==> src/logic/gab_pkg.sv <==
// constants and types for the port a/b gpio control block
package gab_pkg;
    localparam int unsigned PA_W      = 23;
    localparam int unsigned PB_W      = 11;
    localparam int unsigned EI_W      = 24;
    localparam int unsigned EI_WAKE   = 16;
    localparam int unsigned EI_FLT_N  = 8;
    localparam int unsigned EI_FLT_LO = 16;
    localparam int unsigned TRG_PER   = 8;
    localparam int unsigned FLT_CYC_DEF = 4;
    localparam int unsigned MISC_SWRST  = 16;

    // byte addresses of the register map
    localparam logic [31:0] ADR_PA_FSEL  = 32'h5600_0000;
    localparam logic [31:0] ADR_PA_DATA  = 32'h5600_0004;
    localparam logic [31:0] ADR_PB_FSEL  = 32'h5600_0010;
    localparam logic [31:0] ADR_PB_DATA  = 32'h5600_0014;
    localparam logic [31:0] ADR_PB_PUDIS = 32'h5600_0018;
    localparam logic [31:0] ADR_MISC     = 32'h5600_0080;
    localparam logic [31:0] ADR_TRIG0    = 32'h5600_0088;
    localparam logic [31:0] ADR_FLT_EN   = 32'h5600_0094;
    localparam logic [31:0] ADR_MASK     = 32'h5600_00A4;
    localparam logic [31:0] ADR_PEND     = 32'h5600_00A8;

    // values after reset, and the write mask of the misc register
    localparam logic [22:0] RST_PA_FSEL  = 23'h7F_FFFF;
    localparam logic [21:0] RST_PB_FSEL  = 22'h00_0000;
    localparam logic [10:0] RST_PB_PUDIS = 11'h000;
    localparam logic [31:0] RST_MISC     = 32'h0001_0000;
    localparam logic [31:0] MISC_WMASK   = 32'h0001_377F;
    localparam logic [23:0] RST_MASK     = 24'hFF_FFFF;

    // trigger codes, bit 2 rising, bit 1 falling
    localparam logic [2:0] TRG_LOW  = 3'h0;
    localparam logic [2:0] TRG_HIGH = 3'h1;
    localparam logic [2:0] TRG_FALL = 3'h2;
    localparam logic [2:0] TRG_RISE = 3'h4;
    localparam logic [2:0] TRG_BOTH = 3'h6;

    typedef enum logic [1:0] {PB_IN, PB_OUT, PB_ALT, PB_RSV} gab_pbfn_t;

    typedef struct packed {
        logic [14:0] spare_hi;
        logic        software_reset_bit;
        logic [1:0]  spare2;
        logic        usb_suspend1;
        logic        usb_suspend0;
        logic        spare1;
        logic [2:0]  clkout1_sel;
        logic        spare0;
        logic [2:0]  clkout0_sel;
        logic        usb_host_pad;
        logic        hiz_stop;
        logic        data_pu_dis_hi;
        logic        data_pu_dis_lo;
    } gab_misc_t;
endpackage : gab_pkg

==> src/logic/gab_gpio.sv <==
// port a/b pin function, data, pull-up and external interrupt control
`timescale 1ns/10ps
module gab_gpio
    import gab_pkg::*;
#(
    parameter int unsigned FLT_CYC = FLT_CYC_DEF
) (
    input  wire logic              clk,
    input  wire logic              resetn,
    input  wire logic [31:0]       addr,
    input  wire logic [31:0]       wdata,
    input  wire logic              wr,
    input  wire logic              rd,
    output logic [31:0]            rdata,
    output logic [PA_W-1:0]        pa_pin_out,
    input  wire logic [PA_W-1:0]   pa_alt_out,
    input  wire logic [PB_W-1:0]   pb_pin_in,
    output logic [PB_W-1:0]        pb_pin_out,
    output logic [PB_W-1:0]        pb_pin_oe,
    output logic [PB_W-1:0]        pb_pullup_en,
    input  wire logic [PB_W-1:0]   pb_alt_out,
    input  wire logic [PB_W-1:0]   pb_alt_oe,
    output logic [PB_W-1:0]        pb_alt_in,
    input  wire logic              ext_reset_n,
    input  wire logic              wdt_reset_n,
    input  wire logic [EI_W-1:0]   external_irq_line_pin,
    input  wire logic              power_off,
    output gab_misc_t              misc_out,
    output logic                   irq,
    output logic                   wake,
    output logic                   grp47_pend,
    output logic                   grp8up_pend
);

    localparam int unsigned SYN_W = PB_W + EI_W + 1;
    localparam int unsigned CW    = $clog2(FLT_CYC + 1);

    ////////////////////////////////////////////////////////////////////////
    // elaboration check
    if (FLT_CYC < 1 || FLT_CYC > 255) begin : g_bad_flt
        $error("filter length out of range");
    end

    ////////////////////////////////////////////////////////////////////////
    // registers and internal signals
    logic [PA_W-1:0]   pa_fsel_r;
    logic [PA_W-1:0]   pa_dat_r;
    logic [2*PB_W-1:0] pb_fsel_r;
    logic [PB_W-1:0]   pb_dat_r;
    logic [PB_W-1:0]   pb_pudis_r;
    gab_misc_t         misc_r;
    logic [2:0]        trig_r [EI_W];
    logic [EI_FLT_N-1:0] flt_en_r;
    logic [EI_W-1:0]   mask_r;
    logic [EI_W-1:0]   pend_r;
    logic [SYN_W-1:0]  s1_r, s2_r, s3_r, q_r;
    logic [PB_W-1:0]   pb_in_q;
    logic [EI_W-1:0]   ei_q;
    logic              ext_rst_q;
    logic [EI_W-1:0]   ei_lvl;
    logic [EI_W-1:0]   ei_prev_r;
    logic [EI_W-1:0]   ev_set;
    logic [EI_W-1:0]   w1c;
    logic [PB_W-1:0]   pb_out_nxt;
    logic [PB_W-1:0]   pb_oe_nxt;
    logic [PB_W-1:0]   pb_rdv;
    logic [PA_W-1:0]   pa_out_nxt;
    logic              rstout_nxt;
    logic [31:0]       rd_nxt;
    logic              hit;

    ////////////////////////////////////////////////////////////////////////
    // pin input synchronisers: three stages, change taken when 2nd and
    // 3rd agree so a single metastable sample never reaches the logic
    always_ff @(posedge clk or negedge resetn) begin
        if (!resetn) begin
            s1_r <= '0;
            s2_r <= '0;
            s3_r <= '0;
            q_r  <= '0;
        end else begin
            s1_r <= {ext_reset_n, external_irq_line_pin, pb_pin_in};
            s2_r <= s1_r;
            s3_r <= s2_r;
            q_r  <= (s2_r & s3_r) | (q_r & (s2_r ^ s3_r));
        end
    end

    assign pb_in_q   = q_r[PB_W-1:0];
    assign ei_q      = q_r[PB_W +: EI_W];
    assign ext_rst_q = q_r[SYN_W-1];
    assign pb_alt_in = pb_in_q;

    ////////////////////////////////////////////////////////////////////////
    // pin configuration registers; no power-off input reaches them,
    // so contents survive power-off untouched
    always_ff @(posedge clk or negedge resetn) begin
        if (!resetn) begin
            pa_fsel_r  <= RST_PA_FSEL;
            pa_dat_r   <= '0;
            pb_fsel_r  <= RST_PB_FSEL;
            pb_dat_r   <= '0;
            pb_pudis_r <= RST_PB_PUDIS;
        end else if (wr) begin
            case (addr)
                ADR_PA_FSEL:  pa_fsel_r  <= wdata[PA_W-1:0];
                ADR_PA_DATA:  pa_dat_r   <= wdata[PA_W-1:0];
                ADR_PB_FSEL:  pb_fsel_r  <= wdata[2*PB_W-1:0];
                ADR_PB_DATA:  pb_dat_r   <= wdata[PB_W-1:0];
                ADR_PB_PUDIS: pb_pudis_r <= wdata[PB_W-1:0];
                default: ;
            endcase
        end
    end

    // misc control, reserved bits forced to zero
    always_ff @(posedge clk or negedge resetn) begin
        if (!resetn) begin
            misc_r <= gab_misc_t'(RST_MISC);
        end else if (wr && addr == ADR_MISC) begin
            misc_r <= gab_misc_t'(wdata & MISC_WMASK);
        end
    end

    assign misc_out = misc_r;

    // interrupt configuration: trigger codes, filter enables, mask
    always_ff @(posedge clk or negedge resetn) begin
        if (!resetn) begin
            for (int i = 0; i < EI_W; i++) begin
                trig_r[i] <= TRG_LOW;
            end
            flt_en_r <= '0;
            mask_r   <= RST_MASK;
        end else if (wr) begin
            for (int k = 0; k < EI_W / TRG_PER; k++) begin
                if (addr == ADR_TRIG0 + 32'(4 * k)) begin
                    for (int j = 0; j < TRG_PER; j++) begin
                        trig_r[TRG_PER*k+j] <= wdata[4*j +: 3];
                    end
                end
            end
            if (addr == ADR_FLT_EN) begin
                flt_en_r <= wdata[EI_FLT_N-1:0];
            end
            if (addr == ADR_MASK) begin
                mask_r <= wdata[EI_W-1:0];
            end
        end
    end

    ////////////////////////////////////////////////////////////////////////
    // port a: output data or alternate function; pin 21 alternate is
    // the combined reset output, low if any source is low
    assign rstout_nxt = ext_rst_q & wdt_reset_n & misc_r.software_reset_bit;

    always_comb begin
        for (int i = 0; i < PA_W; i++) begin
            pa_out_nxt[i] = pa_fsel_r[i] ? pa_alt_out[i] : pa_dat_r[i];
        end
        if (pa_fsel_r[21]) begin
            pa_out_nxt[21] = rstout_nxt;
        end
    end

    ////////////////////////////////////////////////////////////////////////
    // port b per-pin function decode
    for (genvar i = 0; i < PB_W; i++) begin : g_pb
        gab_pbfn_t fn;
        assign fn = gab_pbfn_t'(pb_fsel_r[2*i +: 2]);
        // reserved code never drives, it falls to the input path
        assign pb_oe_nxt[i]  = (fn == PB_OUT) | ((fn == PB_ALT) & pb_alt_oe[i]);
        assign pb_out_nxt[i] = (fn == PB_ALT) ? pb_alt_out[i] : pb_dat_r[i];
        assign pb_rdv[i]     = (fn == PB_OUT) ? pb_dat_r[i] :
                               (fn == PB_ALT) ? 1'b0 : pb_in_q[i];
    end

    // pull-up follows only its own bit, whatever the function
    assign pb_pullup_en = ~pb_pudis_r;

    // pin drivers from flops, one cycle after the register write
    always_ff @(posedge clk or negedge resetn) begin
        if (!resetn) begin
            pa_pin_out <= '0;
            pb_pin_out <= '0;
            pb_pin_oe  <= '0;
        end else begin
            pa_pin_out <= pa_out_nxt;
            pb_pin_out <= pb_out_nxt;
            pb_pin_oe  <= pb_oe_nxt;
        end
    end

    ////////////////////////////////////////////////////////////////////////
    // external interrupt lines: the top eight get a stability filter,
    // trading FLT_CYC cycles of latency for glitch immunity
    for (genvar i = 0; i < EI_W; i++) begin : g_ei
        if (i >= EI_FLT_LO) begin : g_f
            logic [CW-1:0] cnt_r;
            logic          f_r;
            always_ff @(posedge clk or negedge resetn) begin
                if (!resetn) begin
                    cnt_r <= '0;
                    f_r   <= 1'b0;
                end else if (ei_q[i] == f_r) begin
                    cnt_r <= '0;
                end else if (cnt_r == CW'(FLT_CYC - 1)) begin
                    f_r   <= ei_q[i];
                    cnt_r <= '0;
                end else begin
                    cnt_r <= cnt_r + 1'b1;
                end
            end
            assign ei_lvl[i] = flt_en_r[i-EI_FLT_LO] ? f_r : ei_q[i];
        end else begin : g_n
            assign ei_lvl[i] = ei_q[i];
        end

        // level codes match the line, edge codes look at the last sample
        assign ev_set[i] = (trig_r[i][2:1] == 2'b00) ? (ei_lvl[i] == trig_r[i][0]) :
                           ((trig_r[i][2] & ei_lvl[i] & ~ei_prev_r[i]) |
                            (trig_r[i][1] & ~ei_lvl[i] & ei_prev_r[i]));
    end

    assign w1c = (wr && addr == ADR_PEND) ? wdata[EI_W-1:0] : '0;

    // sticky pending, a new event beats a write-one clear
    always_ff @(posedge clk or negedge resetn) begin
        if (!resetn) begin
            ei_prev_r <= '0;
            pend_r    <= '0;
        end else begin
            ei_prev_r <= ei_lvl;
            pend_r    <= (pend_r & ~w1c) | ev_set;
        end
    end

    assign irq = |(pend_r & ~mask_r);

    // wake ignores the mask; group pending honours it
    always_ff @(posedge clk or negedge resetn) begin
        if (!resetn) begin
            wake        <= 1'b0;
            grp47_pend  <= 1'b0;
            grp8up_pend <= 1'b0;
        end else begin
            wake        <= power_off & (|ev_set[EI_WAKE-1:0]);
            grp47_pend  <= |(pend_r[7:4] & ~mask_r[7:4]);
            grp8up_pend <= |(pend_r[EI_W-1:8] & ~mask_r[EI_W-1:8]);
        end
    end

    ////////////////////////////////////////////////////////////////////////
    // read mux; holes and reserved bits read zero
    always_comb begin
        rd_nxt = '0;
        hit    = 1'b1;
        case (addr)
            ADR_PA_FSEL:  rd_nxt = 32'(pa_fsel_r);
            ADR_PA_DATA:  rd_nxt = 32'(pa_dat_r & ~pa_fsel_r);
            ADR_PB_FSEL:  rd_nxt = 32'(pb_fsel_r);
            ADR_PB_DATA:  rd_nxt = 32'(pb_rdv);
            ADR_PB_PUDIS: rd_nxt = 32'(pb_pudis_r);
            ADR_MISC:     rd_nxt = misc_r;
            ADR_FLT_EN:   rd_nxt = 32'(flt_en_r);
            ADR_MASK:     rd_nxt = 32'(mask_r);
            ADR_PEND:     rd_nxt = 32'(pend_r);
            default:      hit    = 1'b0;
        endcase
        if (!hit) begin
            for (int k = 0; k < EI_W / TRG_PER; k++) begin
                if (addr == ADR_TRIG0 + 32'(4 * k)) begin
                    for (int j = 0; j < TRG_PER; j++) begin
                        rd_nxt[4*j +: 3] = trig_r[TRG_PER*k+j];
                    end
                end
            end
        end
    end

    // read data valid only in the cycle after the strobe
    always_ff @(posedge clk or negedge resetn) begin
        if (!resetn) begin
            rdata <= '0;
        end else begin
            rdata <= rd ? rd_nxt : 32'h0000_0000;
        end
    end

    ////////////////////////////////////////////////////////////////////////
    // assertions
    property p_pa_out;
        @(posedge clk) disable iff (!resetn)
        !pa_fsel_r[0] |=> pa_pin_out[0] == $past(pa_dat_r[0]);
    endproperty
    a_pa_out: assert property (p_pa_out)
        else $error("port a output pin does not follow data");

    property p_rstout;
        @(posedge clk) disable iff (!resetn)
        pa_fsel_r[21] && !misc_r.software_reset_bit |=> !pa_pin_out[21];
    endproperty
    a_rstout: assert property (p_rstout)
        else $error("reset output not low on software reset");

    property p_wr_next;
        @(posedge clk) disable iff (!resetn)
        wr && addr == ADR_PA_FSEL |=> pa_fsel_r == $past(wdata[PA_W-1:0]);
    endproperty
    a_wr_next: assert property (p_wr_next)
        else $error("function select write not taken");

    property p_rsv_in;
        @(posedge clk) disable iff (!resetn)
        wr && addr == ADR_PB_FSEL && wdata[1:0] == 2'b11 |=> ##1 !pb_pin_oe[0];
    endproperty
    a_rsv_in: assert property (p_rsv_in)
        else $error("reserved code drives pin");

    property p_pullup;
        @(posedge clk) disable iff (!resetn)
        wr && addr == ADR_PB_PUDIS |=> pb_pullup_en == ~$past(wdata[PB_W-1:0]);
    endproperty
    a_pullup: assert property (p_pullup)
        else $error("pull-up enable wrong after write");

    property p_hole;
        @(posedge clk) disable iff (!resetn)
        rd && addr == ADR_PA_DATA + 32'h0000_0004 |=> rdata == 32'h0000_0000;
    endproperty
    a_hole: assert property (p_hole)
        else $error("reserved address reads nonzero");

    property p_sticky;
        @(posedge clk) disable iff (!resetn)
        ev_set[3] |=> pend_r[3] [*1];
    endproperty
    a_sticky: assert property (p_sticky)
        else $error("event lost against clear");

    property p_wake_hi;
        @(posedge clk) disable iff (!resetn)
        power_off && !(|ev_set[EI_WAKE-1:0]) |=> !wake;
    endproperty
    a_wake_hi: assert property (p_wake_hi)
        else $error("wake without low line event");

    property p_retain;
        @(posedge clk) disable iff (!resetn)
        power_off && !wr |=> $stable(pa_fsel_r) && $stable(pb_fsel_r) && $stable(pb_pudis_r);
    endproperty
    a_retain: assert property (p_retain)
        else $error("register changed in power-off");

    property p_pb_out;
        @(posedge clk) disable iff (!resetn)
        pb_fsel_r[1:0] == 2'b01 |=> pb_pin_oe[0] && pb_pin_out[0] == $past(pb_dat_r[0]);
    endproperty
    a_pb_out: assert property (p_pb_out)
        else $error("port b output pin does not follow data");

    property p_w1c;
        @(posedge clk) disable iff (!resetn)
        wr && addr == ADR_PEND && wdata[3] && !ev_set[3] |=> !pend_r[3];
    endproperty
    a_w1c: assert property (p_w1c)
        else $error("pending bit not cleared by write of one");

    property p_grp47;
        @(posedge clk) disable iff (!resetn)
        (pend_r[7:4] & ~mask_r[7:4]) == 4'h0 |=> !grp47_pend;
    endproperty
    a_grp47: assert property (p_grp47)
        else $error("masked line raised group pending");

endmodule : gab_gpio

==> config.mk <==
export PLATFORM = sky130hd
export DESIGN_NAME = gab_gpio
export DESIGN_NICKNAME = d
export VERILOG_FILES = /design/src/logic/gab_pkg.sv /design/src/logic/gab_gpio.sv
export SDC_FILE = /design/constraint.sdc
export NUM_CORES = 1
export LEC_CHECK = 0
export BUFFER_PORTS_ARGS = -buffer_cell sky130_fd_sc_hd__buf_2
export CAP_MARGIN = 30
export CORE_MARGIN = 2
export CORE_UTILIZATION = 40
export CTS_BUF_LIST = sky130_fd_sc_hd__clkbuf_4 sky130_fd_sc_hd__clkbuf_8
export DETAILED_ROUTE_END_ITERATION = 10
export GPL_ROUTABILITY_DRIVEN = 0
export SLEW_MARGIN = 5
export SYNTH_ARGS = -nofsm -noshare
export SYNTH_HDL_FRONTEND = slang
export SYNTH_SLANG_ARGS = --single-unit
==> constraint.sdc <==
create_clock -name clk -period 3.25 [get_ports clk]
set_clock_uncertainty 0.15 [all_clocks]
set_input_delay 0.1625 -clock clk [delete_from_list [all_inputs] [get_ports clk]]
set_output_delay 0.1625 -clock clk [all_outputs]
set_load 0.05 [all_outputs]
==> After elaboration in Yosys (flattened, before gate mapping) <==
Index checks and enable logic that the tools add are counted.
{ "totals": {"word_cells": 557, "ff_bits": 511, "in_bits": 151} }
{ "classes": {"eq_ne": 74, "mux": 140, "reduce_logical": 49, "add_sub_neg": 8, "n_bitwise": 217} }
{ "ops": {"columns": ["operator", "count"], "rows": [
  ["== test 32 x 31 -> 1 bit (second input constant)", 12],
  ["case mux 32 bit (9 select lines)", 1],
  ["two-way mux 3 bit", 48],
  ["bitwise AND 1 bit", 110],
  ["two-way mux 1 bit", 89],
  ["bitwise AND 36 bit", 2],
  ["NOT 1 bit", 56],
  ["bitwise AND 24 bit", 2],
  ["zero test 2 bit", 24],
  ["NOT 24 bit", 2],
  ["OR 36 bit", 1],
  ["AND reduction 2 bit", 18],
  ["XOR 36 bit", 1],
  ["OR 1 bit", 35],
  ["bitwise AND 23 x 32 -> 32 bit", 1],
  ["== test 1 bit", 32],
  ["two-way mux 32 bit", 1],
  ["NOT 23 -> 32 bit", 1],
  ["OR reduction 16 bit", 2],
  ["adder 3 x 1 -> 3 bit (second input constant)", 8],
  ["== test 3 x 2 -> 1 bit (second input constant)", 8],
  ["two-way mux 24 bit", 1],
  ["OR 24 bit", 1],
  ["OR reduction 24 bit", 1],
  ["10 further kinds", 31]
]} }

==> Depth between registers and ports, before layout <==
{ "depth": {"ltp_word": 9, "mapped_depth": 8} }

==> Worst setup path after synthesis <==
No wires, ideal clock.
{ "synth_timing": {"path_kind": "input to register", "startpoint": "input addr[5]", "endpoint": "register rdata[5]", "stages": 8, "t_arrival_ns": 1.951, "path_buffers": 3, "slack_ns": 1.030, "cell_sequence": "buf_6 or4b_1 buf_2 or2_4 a41o_1 buf_6 a221o_1 o21a_1"} }
{ "synth_via": {"elab_chain_len": 7, "word_cells_on_any_way": 20, "classes_between": "12 x eq/ne; 7 x mux; 1 x reduce/logical"} }
{ "synth_rtl": {"columns": ["element", "line", "text"], "rows": [
  ["start: declaration", "gab_gpio.sv:10", "input wire logic [31:0] addr,"],
  ["== test 32 x 31 -> 1 bit", "gab_gpio.sv:258", "case (addr)"],
  ["case mux 32 bit (9 select lines)", "gab_gpio.sv:258", null],
  ["two-way mux 3 bit (3 in series)", "gab_gpio.sv:272", "if (addr == ADR_TRIG0 + 32'(4 * k)) begin"],
  ["two-way mux 3 bit (*)", "gab_gpio.sv:270", "if (!hit) begin"],
  ["two-way mux 32 bit (*)", "gab_gpio.sv:286", "rdata <= rd ? rd_nxt : 32'h0000_0000;"],
  ["end signal: assignment", "gab_gpio.sv:286", null],
  ["end: declaration", "gab_gpio.sv:14", "output logic [31:0] rdata,"]
]} }
Mark *: on every way between the ends. The rest lies on a longest branch, timed or not.
A chain may end at the register's enable or synchronous reset.

==> Worst setup path in the final report <==
{ "layout_timing": {"startpoint": "register mask_r[16]", "endpoint": "output irq"} }
{ "layout_via": {"elab_chain_len": 3} }
{ "layout_rtl": {"columns": ["element", "line", "text"], "rows": [
  ["start: declaration", "gab_gpio.sv:54", "logic [EI_W-1:0] mask_r;"],
  ["start signal: assignment", "gab_gpio.sv:147", "mask_r <= wdata[EI_W-1:0];"],
  ["NOT 24 bit", "gab_gpio.sv:238", "assign irq = |(pend_r & ~mask_r);"],
  ["bitwise AND 24 bit", "gab_gpio.sv:238", null],
  ["OR reduction 24 bit", "gab_gpio.sv:238", null],
  ["end: declaration", "gab_gpio.sv:29", "output logic irq,"]
]} }
Every way passes these cells.

==> metrics <==
most frequent cells after synthesis=dfrtp_1, mux2_2, nand2_1; Via density=5.27; Placement Cell Area=23100 µm²; Hold WS=slightly below 0.07 ns; dpl hpwl=41800 µm; Slew Limit Headroom=29.3%; ys flop type=dfrtp_1; via count=14700; WL/cell=between 20 and 25 µm; ys async rst share=between 90% and 100%; Die X=233 µm; Synth area leaders=dfrtp_1, mux2_2, dfstp_2; # port buffers=261; Req. time, crit path=roughly 2.9 ns; drt pass-1 iters=8; Final Util=51.6%; Final ANT Viol Nets=0; CP Cell Sequence=o22ai_1 > a221oi_1 > nand4_1 > buf_4 > or4_1 > buf_2; CTS Buf Count=86; CP max FO=3; drc violations=0; most frequent cell after synthesis=dfrtp_1; # clock sinks=between 500 and 600; max-slew violation count=0; global-route wire length before repair=91500 µm; Max Cap Violations=0; Synth cell types=65; EDFF count, synth=0; FF-to-FF setup slack=roughly 0.96 ns; global route total overflow=0; fillers=4519; CP startpoint kind=register; Crit. End Element=output port; Final Cell Area=roughly 27000 µm²; layout cell share with drive strength beyond 1=between 30% and 40%; vias in the first global route=15200; clk buf depth=3; die footprint=~54000 µm²; Vert. Die Dim=233 µm; Synth top area share=55.2%; P&R area growth vs syn=27.4%; H-tree depth=3; Placed Cells=2467; maximum vdd drop=approximately 0.26 mV; RSZ-0062 raised after global routing=false; DRT met1 WL=26100 µm; Core Area=51500 µm²; leakage=0.0131 µW; Met2 Wirelength=27200 µm; sequential cell area=12800 µm²; crit path DAT=2.77 ns; Slowest-stage cell, CP=or4_1; fin crit share=94.8%; io pins=roughly 290; footprint of the multi-input gates=about 7400 µm²; outcome=completed; minimum clock period=3.08 ns; max incr delay on CP=0.57 ns; synthesized area=20900 µm²; Root Buffer=clkbuf_8; final hold violation count=0; clk slew on worst S/H paths=0.06 ns; fin nets=2229; number of core rows=83; total wire length=roughly 60000 µm; Starting Density=40.5%; warnings from Yosys=0; FMAX=325 MHz; CP Class=reg2out; Pwr Density=531 nW/µm²; count of final setup violators=0; Synth area leader=dfrtp_1; Mapped Avg Cell Area=13.5 µm²; Layout Cells excl Fill=2788; clock latency on the worst-skew pair=0.67 ns; antenna violations before repair=3; Slew @ Worst Pin=1.05 ns; TritonCTS clock tree=yes; GRT Util Overall=22.3%; largest net degree at the start of global routing=73; top sig layer=met5; met3 wire length=around 4500 µm; sequential area share after synthesis=61.3%; Mapped Cells=1546; initial DRC count=1242; Hold Crit Class=in2reg; Yosys reg bits=509; setup total negative slack=0 ns
==> worst paths after layout <==
kind                                    from            end  cells past startpoint
worst min register to register      s1_r[21]       s2_r[21]                      0
worst max-delay path              mask_r[16]            irq                      6
min in group asynchronous             resetn  pa_fsel_r[10]                      2
worst max register to register       q_r[25]           wake                      6
worst min-delay path            pb_pin_in[3]        s1_r[3]                      2
max in group asynchronous             resetn         q_r[9]                      3
==> where the power goes <==
part / switching (µW) / internal [µW]
registers: 200 / 6620
logic: 635 / 485
clock network: 2590 / 3600
total: 3420 / 10700
==> critical path: cells and delay by family, from the launching register on <==
kind | cells | cell delay, ns
simple gates | 2 | 0.71
buf+inv | 2 | 0.43
compound gates | 2 | 0.41
flops | 1 | 0.55
==> cells by family after synthesis <==
kind of cell | share of synthesized area (%)
XOR/XNOR | 1.34
other | 0.0180
buffers and inverters | 3.78
flip-flops | 61.3
multiplexers | 13.6
AO/OA/AOI/OAI | 9.90
adder cells (fa/ha/maj) | 2.64
AND/OR/NAND/NOR | 7.46
==> placed cells by master, fill, tap and decap left out, types with 23 or more instances in the layout <==
cell,count
dfstp_2,48
ha_1,44
o21ai_0,38
dlygate4sd3_1,156
nor2b_1,39
buf_2,260
mux2_2,234
nor3_1,27
clkbuf_8,105
a21o_1,69
a22oi_1,24
inv_1,75
clkbuf_4,31
a31oi_1,28
nand2_1,81
buf_4,46
a222oi_1,40
dfrtp_1,461
nor3b_1,23
==> per-stage QoR <==
stage | worst slack [ns] | total power (µW)
after global placement | 0.495 | 7850
final | 0.169 | 14100
after detailed placement | 0.447 | 7910
after CTS | 0.147 | 14300
after global routing | 0.0740 | 14800
after floorplan | 1.03 | 7460
==> area by class of cell <==
cell class              instances  area share [%]
repair buffers                470            12.7
clock buffers                 136            6.31
multi-input cells             892            27.8
clock inverters                23           0.837
inverters                      75            1.06
diodes                          3          0.0282
flip-flops and latches        509            48.1
well taps                     680            3.20
==> metal layers <==
layer	vias up	track usage [%]
met2	543	35.1
li1	6600	-
met1	7456	29.9
met3	96	5.22
met5	-	0
met4	4	8.84
==> registers in the layout, summed over array words and instances (netlist names), 23 cells and up <==
name            flops
ei_prev_r          24
mask_r             24
s3_r               36
pa_fsel_r          23
s2_r               36
q_r                36
trig_r             72
pa_dat_r           23
g_ei.g_f.cnt_r     24
pa_pin_out         23
pend_r             24
s1_r               36
rdata              30
==> what timing repair did <==
item	CTS	global route
endpoints found under the setup margin	1	0
setup buffers	2	0
hold buffers	157	0
hold endpoints to repair	793	0
gates resized for setup	0	0
Note: power is estimated with default switching activity, not from simulation.
